`src/dsdc_map.svh`:
```
// register map, field positions and timing counts of the dac load host
// Function
// - each transfer is a 16-bit word, most significant bit first.
// - bit 15 upper channel select, bit 14 lower, bits 13..0 code.
// - host holds serial clock low while raising select.
// - byte-wide host may send two right-justified bytes, select kept low.
`ifndef DSDC_MAP_SVH
`define DSDC_MAP_SVH
`define DSDC_OFF_CTRL 8'h00
`define DSDC_OFF_DATA 8'h04
`define DSDC_OFF_STAT 8'h08
`define DSDC_OFF_DIV 8'h0C
`define DSDC_CTRL_GO 0
`define DSDC_CTRL_SPLIT 1
`define DSDC_CTRL_AUTO 2
`define DSDC_CTRL_TRANSP 3
`define DSDC_CTRL_PSEL 4
`define DSDC_CTRL_PRESET 5
`define DSDC_CTRL_LOAD 6
`define DSDC_CTRL_W 7
`define DSDC_STAT_BUSY 0
`define DSDC_STAT_DONE 1
`define DSDC_SEL_HI 15
`define DSDC_SEL_LO 14
`define DSDC_CODE_W 14
`define DSDC_WORD_W 16
`define DSDC_CTRL_RST 7'h00
`define DSDC_DATA_RST 16'h0000
`define DSDC_DIV_RST 16'h0003
`define DSDC_GAP_TICKS 4
`endif

```
`src/dsdc_pkg.sv`:
```
// types shared by the dac load host modules
package dsdc_pkg;
  typedef logic [15:0] dsdc_word_t;
  typedef enum logic [6:0] {
    M_IDLE = 7'h01,
    M_SETUP = 7'h02,
    M_SHIFT = 7'h04,
    M_HOLD = 7'h08,
    M_CSHI = 7'h10,
    M_LOAD = 7'h20,
    M_PRESET = 7'h40
  } dsdc_state_t;
  typedef enum logic [3:0] {
    S_IDLE = 4'h1,
    S_LOW = 4'h2,
    S_HIGH = 4'h4,
    S_GAP = 4'h8
  } dsdc_shf_t;
endpackage

```
`src/dsdc_if.sv`:
```
// link between the sequencer and the serial shifter
interface dsdc_if;
  import dsdc_pkg::*;
  logic tick;
  logic start;
  logic split;
  dsdc_word_t word;
  logic busy;
  logic done;
  logic sclk;
  logic sdi;
  modport ctl(output tick, start, split, word, input busy, done, sclk, sdi);
  modport shf(input tick, start, split, word, output busy, done, sclk, sdi);
endinterface

```
`src/dsdc_host.sv`:
```
// wishbone-controlled host that loads a dual 14-bit dac over three wires
//
// The register offsets and the Wishbone register port were chosen for this implementation.
`include "dsdc_map.svh"
module dsdc_host #(
  parameter int DIV_W = 16,
  parameter int GAP_TICKS = `DSDC_GAP_TICKS
) (
  // clock and reset
  input wire logic clk_i,
  input wire logic rst_i,
  // wishbone classic slave
  input wire logic wb_cyc_i,
  input wire logic wb_stb_i,
  input wire logic wb_we_i,
  input wire logic [7:0] wb_adr_i,
  input wire logic [3:0] wb_sel_i,
  input wire logic [31:0] wb_dat_i,
  output logic [31:0] wb_dat_o,
  output logic wb_ack_o,
  // serial pins to the dac
  output logic cs_n_o,
  output logic sclk_o,
  output logic sdi_o,
  // load and preset pins to the dac
  output logic output_load_strobe_n_o,
  output logic preset_n_o,
  output logic preset_sel_o,
  // status
  output dsdc_pkg::dsdc_state_t state_o
);
  import dsdc_pkg::*;

  function automatic logic [15:0] merge16(input logic [15:0] old_v,
                                          input logic [31:0] new_v,
                                          input logic [3:0] sel);
    merge16 = old_v;
    if (sel[0]) begin
      merge16[7:0] = new_v[7:0];
    end
    if (sel[1]) begin
      merge16[15:8] = new_v[15:8];
    end
  endfunction

  dsdc_if link();
  dsdc_state_t state;
  dsdc_state_t state_next;
  logic [`DSDC_CTRL_W-1:0] ctrl_reg;
  dsdc_word_t data_reg;
  logic [DIV_W-1:0] div_reg;
  logic done_reg;
  logic ack_reg;
  logic [31:0] rdat_reg;
  logic cs_n_reg;
  logic strobe_n_reg;
  logic preset_n_reg;
  logic start_reg;
  logic tick;

  // bus decode
  wire req = wb_cyc_i && wb_stb_i && !ack_reg;
  wire wr = req && wb_we_i;
  wire hit_ctrl = (wb_adr_i == `DSDC_OFF_CTRL);
  wire hit_data = (wb_adr_i == `DSDC_OFF_DATA);
  wire hit_stat = (wb_adr_i == `DSDC_OFF_STAT);
  wire hit_div = (wb_adr_i == `DSDC_OFF_DIV);
  wire wr_ctrl = wr && hit_ctrl && wb_sel_i[0];
  wire wr_stat = wr && hit_stat && wb_sel_i[0];
  wire idle = (state == M_IDLE);

  // write-one commands, only honoured while idle
  wire go_cmd = wr_ctrl && wb_dat_i[`DSDC_CTRL_GO] && idle;
  wire preset_cmd = wr_ctrl && wb_dat_i[`DSDC_CTRL_PRESET] && idle;
  wire load_cmd = wr_ctrl && wb_dat_i[`DSDC_CTRL_LOAD] && idle;
  wire data_lock = !idle;

  wire [`DSDC_CTRL_W-1:0] ctrl_rd = {2'h0, ctrl_reg[`DSDC_CTRL_PSEL:1], 1'b0};
  wire [31:0] stat_rd = {30'h0, done_reg, !idle};
  wire [31:0] rd_mux = hit_ctrl ? {25'h0, ctrl_rd}
                     : hit_data ? {16'h0, data_reg}
                     : hit_stat ? stat_rd
                     : hit_div ? {{(32 - DIV_W){1'b0}}, div_reg}
                     : 32'h0000_0000;

  assign wb_ack_o = ack_reg;
  assign wb_dat_o = rdat_reg;

  always_ff @(posedge clk_i) begin
    if (rst_i) begin
      ack_reg <= 1'b0;
      rdat_reg <= 32'h0000_0000;
    end else begin
      ack_reg <= req;
      rdat_reg <= req && !wb_we_i ? rd_mux : 32'h0000_0000;
    end
  end

  // register writes; data is frozen while a frame runs
  always_ff @(posedge clk_i) begin
    if (rst_i) begin
      ctrl_reg <= `DSDC_CTRL_RST;
      data_reg <= `DSDC_DATA_RST;
      div_reg <= DIV_W'(`DSDC_DIV_RST);
    end else begin
      if (wr_ctrl) begin
        ctrl_reg <= wb_dat_i[`DSDC_CTRL_W-1:0];
      end
      if (wr && hit_data && !data_lock) begin
        data_reg <= merge16(data_reg, wb_dat_i, wb_sel_i);
      end
      if (wr && hit_div) begin
        div_reg <= DIV_W'(merge16(16'(div_reg), wb_dat_i, wb_sel_i));
      end
    end
  end

  // frame-done flag: hardware set wins over software clear
  always_ff @(posedge clk_i) begin
    if (rst_i) begin
      done_reg <= 1'b0;
    end else if (link.done) begin
      done_reg <= 1'b1;
    end else if (wr_stat && wb_dat_i[`DSDC_STAT_DONE]) begin
      done_reg <= 1'b0;
    end
  end

  dsdc_tick #(
    .DIV_W(DIV_W)
  ) u_tick (
    .clk_i(clk_i),
    .rst_i(rst_i),
    .div_i(div_reg),
    .tick_o(tick)
  );

  assign link.tick = tick;
  assign link.start = start_reg;
  assign link.split = ctrl_reg[`DSDC_CTRL_SPLIT];
  assign link.word = data_reg;

  dsdc_shift #(
    .GAP_TICKS(GAP_TICKS)
  ) u_shift (
    .clk_i(clk_i),
    .rst_i(rst_i),
    .link(link)
  );

  // sequencer; each pin step but the shift waits one divider tick
  always_comb begin
    state_next = state;
    case (state)
      M_IDLE: begin
        if (go_cmd) begin
          state_next = M_SETUP;
        end else if (preset_cmd) begin
          state_next = M_PRESET;
        end else if (load_cmd) begin
          state_next = M_LOAD;
        end
      end
      M_SETUP: if (tick) begin
        state_next = M_SHIFT;
      end
      M_SHIFT: if (link.done) begin
        state_next = M_HOLD;
      end
      M_HOLD: if (tick) begin
        state_next = M_CSHI;
      end
      M_CSHI: if (tick) begin
        state_next = ctrl_reg[`DSDC_CTRL_AUTO] ? M_LOAD : M_IDLE;
      end
      M_LOAD: if (tick) begin
        state_next = M_IDLE;
      end
      M_PRESET: if (tick) begin
        state_next = M_IDLE;
      end
      default: state_next = M_IDLE;
    endcase
  end

  // shifter start, once, on leaving setup
  wire start_next = (state == M_SETUP) && tick;
  // select falls on go, rises on the tick after the last low clock
  wire cs_next = !(state_next == M_SETUP || state_next == M_SHIFT
                   || state_next == M_HOLD);
  // strobe held low in transparent mode or pulsed for one tick
  wire strobe_next = !(ctrl_reg[`DSDC_CTRL_TRANSP]
                       || state_next == M_LOAD);
  wire preset_next = !(state_next == M_PRESET);

  always_ff @(posedge clk_i) begin
    if (rst_i) begin
      state <= M_IDLE;
      start_reg <= 1'b0;
      cs_n_reg <= 1'b1;
      strobe_n_reg <= 1'b1;
      preset_n_reg <= 1'b1;
    end else begin
      state <= state_next;
      start_reg <= start_next;
      cs_n_reg <= cs_next;
      strobe_n_reg <= strobe_next;
      preset_n_reg <= preset_next;
    end
  end

  assign cs_n_o = cs_n_reg;
  assign sclk_o = link.sclk;
  assign sdi_o = link.sdi;
  assign output_load_strobe_n_o = strobe_n_reg;
  assign preset_n_o = preset_n_reg;
  assign preset_sel_o = ctrl_reg[`DSDC_CTRL_PSEL];
  assign state_o = state;

  // helper: rising serial clock edges in the current frame
  logic sclk_q;
  logic [5:0] edge_cnt;
  always_ff @(posedge clk_i) begin
    if (rst_i) begin
      sclk_q <= 1'b0;
      edge_cnt <= 6'h00;
    end else begin
      sclk_q <= link.sclk;
      if (state == M_SETUP) begin
        edge_cnt <= 6'h00;
      end else if (link.sclk && !sclk_q) begin
        edge_cnt <= edge_cnt + 6'h01;
      end
    end
  end
endmodule

```
`src/dsdc_shift.sv`:
```
// serial shifter: 16 bits out msb first, optional gap between bytes
`include "dsdc_map.svh"
module dsdc_shift #(
  parameter int GAP_TICKS = `DSDC_GAP_TICKS
) (
  // clock and reset
  input wire logic clk_i,
  input wire logic rst_i,
  // sequencer side
  dsdc_if.shf link
);
  import dsdc_pkg::*;
  dsdc_shf_t state;
  dsdc_word_t sh_reg;
  logic [4:0] cnt_reg;
  logic [3:0] gap_reg;
  logic sclk_reg;
  logic sdi_reg;
  logic done_reg;
  wire last_bit = (cnt_reg == 5'h0F);
  wire byte_gap = link.split && (cnt_reg == 5'h07);
  wire gap_end = (gap_reg == 4'(GAP_TICKS - 1));

  assign link.busy = (state != S_IDLE);
  assign link.done = done_reg;
  assign link.sclk = sclk_reg;
  assign link.sdi = sdi_reg;

  always_ff @(posedge clk_i) begin
    if (rst_i) begin
      state <= S_IDLE;
      sh_reg <= '0;
      cnt_reg <= '0;
      gap_reg <= '0;
      sclk_reg <= 1'b0;
      sdi_reg <= 1'b0;
      done_reg <= 1'b0;
    end else begin
      done_reg <= 1'b0;
      case (state)
        S_IDLE: if (link.start) begin
          sh_reg <= link.word;
          sdi_reg <= link.word[15];
          cnt_reg <= '0;
          state <= S_LOW;
        end
        S_LOW: if (link.tick) begin
          sclk_reg <= 1'b1;
          state <= S_HIGH;
        end
        S_HIGH: if (link.tick) begin
          sclk_reg <= 1'b0;
          cnt_reg <= cnt_reg + 5'h01;
          sh_reg <= {sh_reg[14:0], 1'b0};
          sdi_reg <= sh_reg[14];
          gap_reg <= '0;
          if (last_bit) begin
            done_reg <= 1'b1;
            state <= S_IDLE;
          end else if (byte_gap) begin
            state <= S_GAP;
          end else begin
            state <= S_LOW;
          end
        end
        S_GAP: if (link.tick) begin
          gap_reg <= gap_reg + 4'h1;
          if (gap_end) begin
            state <= S_LOW;
          end
        end
        default: state <= S_IDLE;
      endcase
    end
  end
endmodule

```
`src/dsdc_tick.sv`:
```
// divider giving a one-cycle enable every div_i+1 clocks
module dsdc_tick #(
  parameter int DIV_W = 16
) (
  // clock and reset
  input wire logic clk_i,
  input wire logic rst_i,
  // divide setting and enable out
  input wire logic [DIV_W-1:0] div_i,
  output logic tick_o
);
  logic [DIV_W-1:0] cnt_reg;
  wire wrap = (cnt_reg >= div_i);

  always_ff @(posedge clk_i) begin
    if (rst_i) begin
      cnt_reg <= '0;
      tick_o <= 1'b0;
    end else begin
      cnt_reg <= wrap ? '0 : cnt_reg + 1'b1;
      tick_o <= wrap;
    end
  end
endmodule
```
`config.mk`:
```
export PLATFORM = sky130hd
export DESIGN_NAME = dsdc_host
export DESIGN_NICKNAME = d
export VERILOG_FILES = /design/src/dsdc_pkg.sv /design/src/dsdc_if.sv /design/src/dsdc_host.sv /design/src/dsdc_shift.sv /design/src/dsdc_tick.sv
export VERILOG_INCLUDE_DIRS = /design/src
export SDC_FILE = /design/constraint.sdc
export NUM_CORES = 1
export LEC_CHECK = 0
export BUFFER_PORTS_ARGS = -buffer_cell sky130_fd_sc_hd__clkbuf_2
export CAP_MARGIN = 0
export CORE_MARGIN = 5
export CORE_UTILIZATION = 56
export CTS_BUF_LIST = sky130_fd_sc_hd__clkbuf_16
export CTS_CLUSTER_DIAMETER = 100
export DETAILED_ROUTE_END_ITERATION = 10
export PLACE_DENSITY_LB_ADDON = 0.2
export SYNTH_ARGS = -nofsm -noshare
export SYNTH_HDL_FRONTEND = slang
export SYNTH_SLANG_ARGS = --single-unit
```
`constraint.sdc`:
```
create_clock -name clk_i -period 2.23 [get_ports clk_i]
set_input_delay 0.3345 -clock clk_i [delete_from_list [all_inputs] [get_ports clk_i]]
set_output_delay 0.3345 -clock clk_i [all_outputs]
set_load 0.01 [all_outputs]
```
==> summary by stage <==
Status
The run finished with clean final reports.

Placed design
After detailed placement, the total cell area comes to 5888 µm². The placer's final routability congestion estimate is 0.8554. Input and output buffers added on the ports amount to 60.

After detailed placement, the design holds a cell count of 797. Summed over all nets, the half-perimeter wirelength after detailed placement is 9.188 mm.

Yosys
Of all flip-flops after synthesis, the portion carrying an async set or reset was 0%. The mean instance size in the synthesized netlist is 8.785 µm². Sorting the synthesized cells by area gives the leading types as sky130_fd_sc_hd__dfxtp_1 41%, sky130_fd_sc_hd__mux2i_1 7.7%, sky130_fd_sc_hd__nor2_1 5.6%.

After synthesis the netlist holds a flip-flop and latch count of 113. The top cell type by total area after synthesis is sky130_fd_sc_hd__dfxtp_1. The number of distinct library cells after synthesis is 57. The mapped netlist covers 5473 µm². In the synthesized netlist the dominant register cell turns out to be sky130_fd_sc_hd__dfxtp_1. The count of flip-flops with a built-in enable after synthesis is 0. The share of the Yosys chip area taken by registers is 41.34%. In this run the biggest area consumer among cell types represents 41.34% of the synthesized area. Synthesis handed over a netlist of 623 instances. The Yosys warning count is 0.

Worst setup path
The worst reg2reg path startpoint is div_reg[13]$_SDFFE_PP0P_. The startpoint of the worst setup timing path is div_reg[13]$_SDFFE_PP0P_. The critical path in this run is classified as register to register. In this run the worst setup path terminates at u_tick.cnt_reg[1]$_SDFF_PP0_. The number of cell instances on the worst register-to-register path is 7. The type of destination of the critical path is a register. The largest fanout on the critical path is 17. The setup slack on the worst flop-to-flop path is 0.20 ns. The critical register-to-register path endpoint is u_tick.cnt_reg[1]$_SDFF_PP0_.

The critical path data required time is 2.54 ns. STA classifies the critical path startpoint as a register. For the worst setup path, the data arrival time is 2.34 ns.

Timing
The total count of hold-check failures in the final report is 0. The highest attainable clock frequency is 493.2 MHz. The worst path in the final design needs a cycle of 2.028 ns, including I/O delays and setup. Setup violations remaining at the end of the flow were counted as 0.

The total negative slack for setup checks is 0 ns. At the pin with the least slew margin, the transition time is 0.5978 ns. The number of pins exceeding their max-slew limit in the final report is 0.

The maximum clock skew at final layout is 0.01642 ns. The smallest hold slack is 0.1756 ns. The part of the cycle the worst path needs is 90.93%.

Setup repair after global routing left no endpoint under its margin. In this run the tightest slew margin relative to its limit is 59.78%.

Die
The die is 108.9 µm wide. The effective utilization at floorplan is 56.78%. The number of ports placed on the die boundary is 95. The die covers 11,850 µm². In this run the vertical extent of the chip is 108.9 µm. The floorplan step defined a core boundary enclosing 9639 µm².

Row generation in the floorplan step produced 36 rows.

Detailed routing
The count of nets left with antenna violations once routing finished came out at 0. The number of detailed-route iterations in the first pass is 5. The detailed router placed 4,623 vias in this run. After detailed routing, the number of remaining DRC violations is 0.

The number of DRC markers in iteration 0 is 202. Summed over all layers, the routed wires come to 12.87 mm. In the routed layout, each cell is associated on average with a via count of 5.577. Dividing the detail-routed wire length by the instance count gives 15.52 µm.

Clocking
The CTS clock-pin slew for the worst setup and hold paths is 0.06 ns. The later pin in the worst-skew pair is clocked with a latency of 0.41 ns. The count of clock tree sinks is 113. The number of clock buffers inserted by TritonCTS is 17.

The CTS tree is done. CTS built an H-tree with a depth of 4. After clock tree synthesis, the setup repair step added 0 buffers. The root buffer cell is sky130_fd_sc_hd__clkbuf_16. The clock passes through at most 2 buffers.

Global route
The number of global-route vias before repair is 4,646. The first-pass GRT wire length is 21.82 mm. For this run, the total global-route usage over all layers was measured as 23.31%.

The number of antenna violations at the first check in global routing is 0. For this run the aggregate overflow at the end of global routing stands at 0. Entering global routing, the biggest net connects 43 pins.

Finish
In the layout the commonest cells are 113 x sky130_fd_sc_hd__dfxtp_1, 81 x sky130_fd_sc_hd__nor2_1, 64 x sky130_fd_sc_hd__nand2_1. The most common library cell in the layout ignoring fill and taps is sky130_fd_sc_hd__dfxtp_1. Of the cells placed in the final design, the portion with a size suffix greater than 1 is 17.96%. The signed area change from the synthesized netlist to the final layout is 19.32%. The count of placed standard cells in the final layout, fillers left out is 829. The count of inserted antenna diode cells is 0. The number of nets in the layout is 752. The final instance area is 6530 µm².

Worst hold path
The source of the worst hold timing path is wb_stb_i. The path class of the tightest hold or removal check is primary input to register.

Pwr
The power per cell area is 844.4 nW/µm². The leakage power is 2.461 nW. The worst-case vdd ir drop is 600.5 µV.

Run
The max capacitance violation total is 0.
-- layer usage --
metal | global-route usage, % | vias up | wire, µm
li1 | - | 2287 | -
met1 | 26.73 | 2201 | 5546
met2 | 42.23 | 116 | 6567
met3 | 5.565 | 19 | 491
met4 | 8.115 | 0 | 262
met5 | 0 | - | 0
-- cell usage after synthesis (2+ instances only) --
cell / instances
sky130_fd_sc_hd__a31oi_1: 2
sky130_fd_sc_hd__a211oi_1: 4
sky130_fd_sc_hd__nand3b_1: 6
sky130_fd_sc_hd__nor2_1: 81
sky130_fd_sc_hd__nand2_1: 64
sky130_fd_sc_hd__inv_1: 24
sky130_fd_sc_hd__buf_2: 7
sky130_fd_sc_hd__o21ai_0: 12
sky130_fd_sc_hd__mux2i_1: 42
sky130_fd_sc_hd__nand4_1: 7
sky130_fd_sc_hd__nor4_1: 3
sky130_fd_sc_hd__or2_1: 3
sky130_fd_sc_hd__buf_4: 16
sky130_fd_sc_hd__and3_1: 2
sky130_fd_sc_hd__a21oi_1: 30
sky130_fd_sc_hd__a221oi_1: 2
sky130_fd_sc_hd__mux2_2: 4
sky130_fd_sc_hd__o21bai_1: 2
sky130_fd_sc_hd__nor4b_2: 2
sky130_fd_sc_hd__a21o_1: 5
sky130_fd_sc_hd__nor3_1: 28
sky130_fd_sc_hd__nor4b_1: 4
sky130_fd_sc_hd__nand3_1: 14
sky130_fd_sc_hd__nor3b_1: 8
sky130_fd_sc_hd__nor3_4: 4
sky130_fd_sc_hd__xor2_1: 11
sky130_fd_sc_hd__xnor2_1: 7
sky130_fd_sc_hd__or3_1: 4
sky130_fd_sc_hd__a211o_1: 7
sky130_fd_sc_hd__or4_1: 4
sky130_fd_sc_hd__clkbuf_1: 26
sky130_fd_sc_hd__a311oi_1: 15
sky130_fd_sc_hd__dfxtp_1: 113
sky130_fd_sc_hd__nor2b_1: 10
sky130_fd_sc_hd__and4_1: 3
sky130_fd_sc_hd__nand2b_1: 5
sky130_fd_sc_hd__o41ai_1: 3
sky130_fd_sc_hd__ha_1: 20
-- cell families after synthesis --
family	count (synthesis)	synth area share, %
flip-flops	113	41.34
XOR/XNOR	18	2.881
AND/OR/NAND/NOR	259	24.44
buffers and inverters	74	6.333
AO/OA/AOI/OAI	91	11.45
multiplexers	47	8.916
other	1	0.06852
adder cells (fa/ha/maj)	20	4.572
-- area by class of cell --
class	count	area, µm²
fill	799	3109
multi-input combinational	451	2945
sequential	113	2262
timing repair buffer	76	432.9
clock buffer	17	425.4
clock inverter	15	207.7
tap	133	166.4
inverter	24	90.09
-- repair_timing --
| item | CTS | global route |
|---|---|---|
| gates resized for setup | 0 | 2 |
| endpoints found under the setup margin | 0 | 16 |
| endpoints found under the hold margin | 0 | 0 |
| hold buffers | 0 | 0 |
-- power by group --
group | total [mW] | leakage (nW) | switching [mW] | internal (mW)
sequential | 2.19 | 0.911 | 0.123 | 2.07
clock | 2.86 | 0.296 | 0.979 | 1.88
combinational | 0.465 | 1.25 | 0.272 | 0.192
-- how the worst min path moves through the flow --
stage,endpoint,slack [ns],cells past startpoint
after floorplan,u_shift.sh_reg[0]$_SDFFE_PP0P_,0.43,2
after global placement,u_shift.sh_reg[0]$_SDFFE_PP0P_,0.44,2
after detailed placement,u_shift.sh_reg[0]$_SDFFE_PP0P_,0.45,2
after CTS,wb_ack_o$_SDFF_PP0_,0.17,3
after global routing,wb_ack_o$_SDFF_PP0_,0.19,3
final,wb_ack_o$_SDFF_PP0_,0.18,3
-- worst max-delay path: stages (launching register included) --
cell and delay, ns:
sky130_fd_sc_hd__dfxtp_1 0.36, sky130_fd_sc_hd__inv_1 0.06, sky130_fd_sc_hd__ha_1 0.30, sky130_fd_sc_hd__a21o_1 0.15, sky130_fd_sc_hd__a21o_1 0.17, sky130_fd_sc_hd__a211o_1 0.31, sky130_fd_sc_hd__a211o_4 0.36, sky130_fd_sc_hd__nor3b_1 0.22
-- metrics by stage --
| stage | power, mW | util (%) | worst slack, ns |
|---|---|---|---|
| detailed placement | 2.674 | 61.09 | 0.07423 |
| finish | 5.514 | 67.74 | 0.2023 |
| floorplan | 2.541 | - | 0.2536 |
| global placement | 2.652 | 61.09 | 0.1216 |
| global route | 5.726 | 67.74 | 0.04019 |
| CTS | 5.538 | 67.65 | 0.06706 |
No activity file was read; power rests on OpenSTA's default activity.
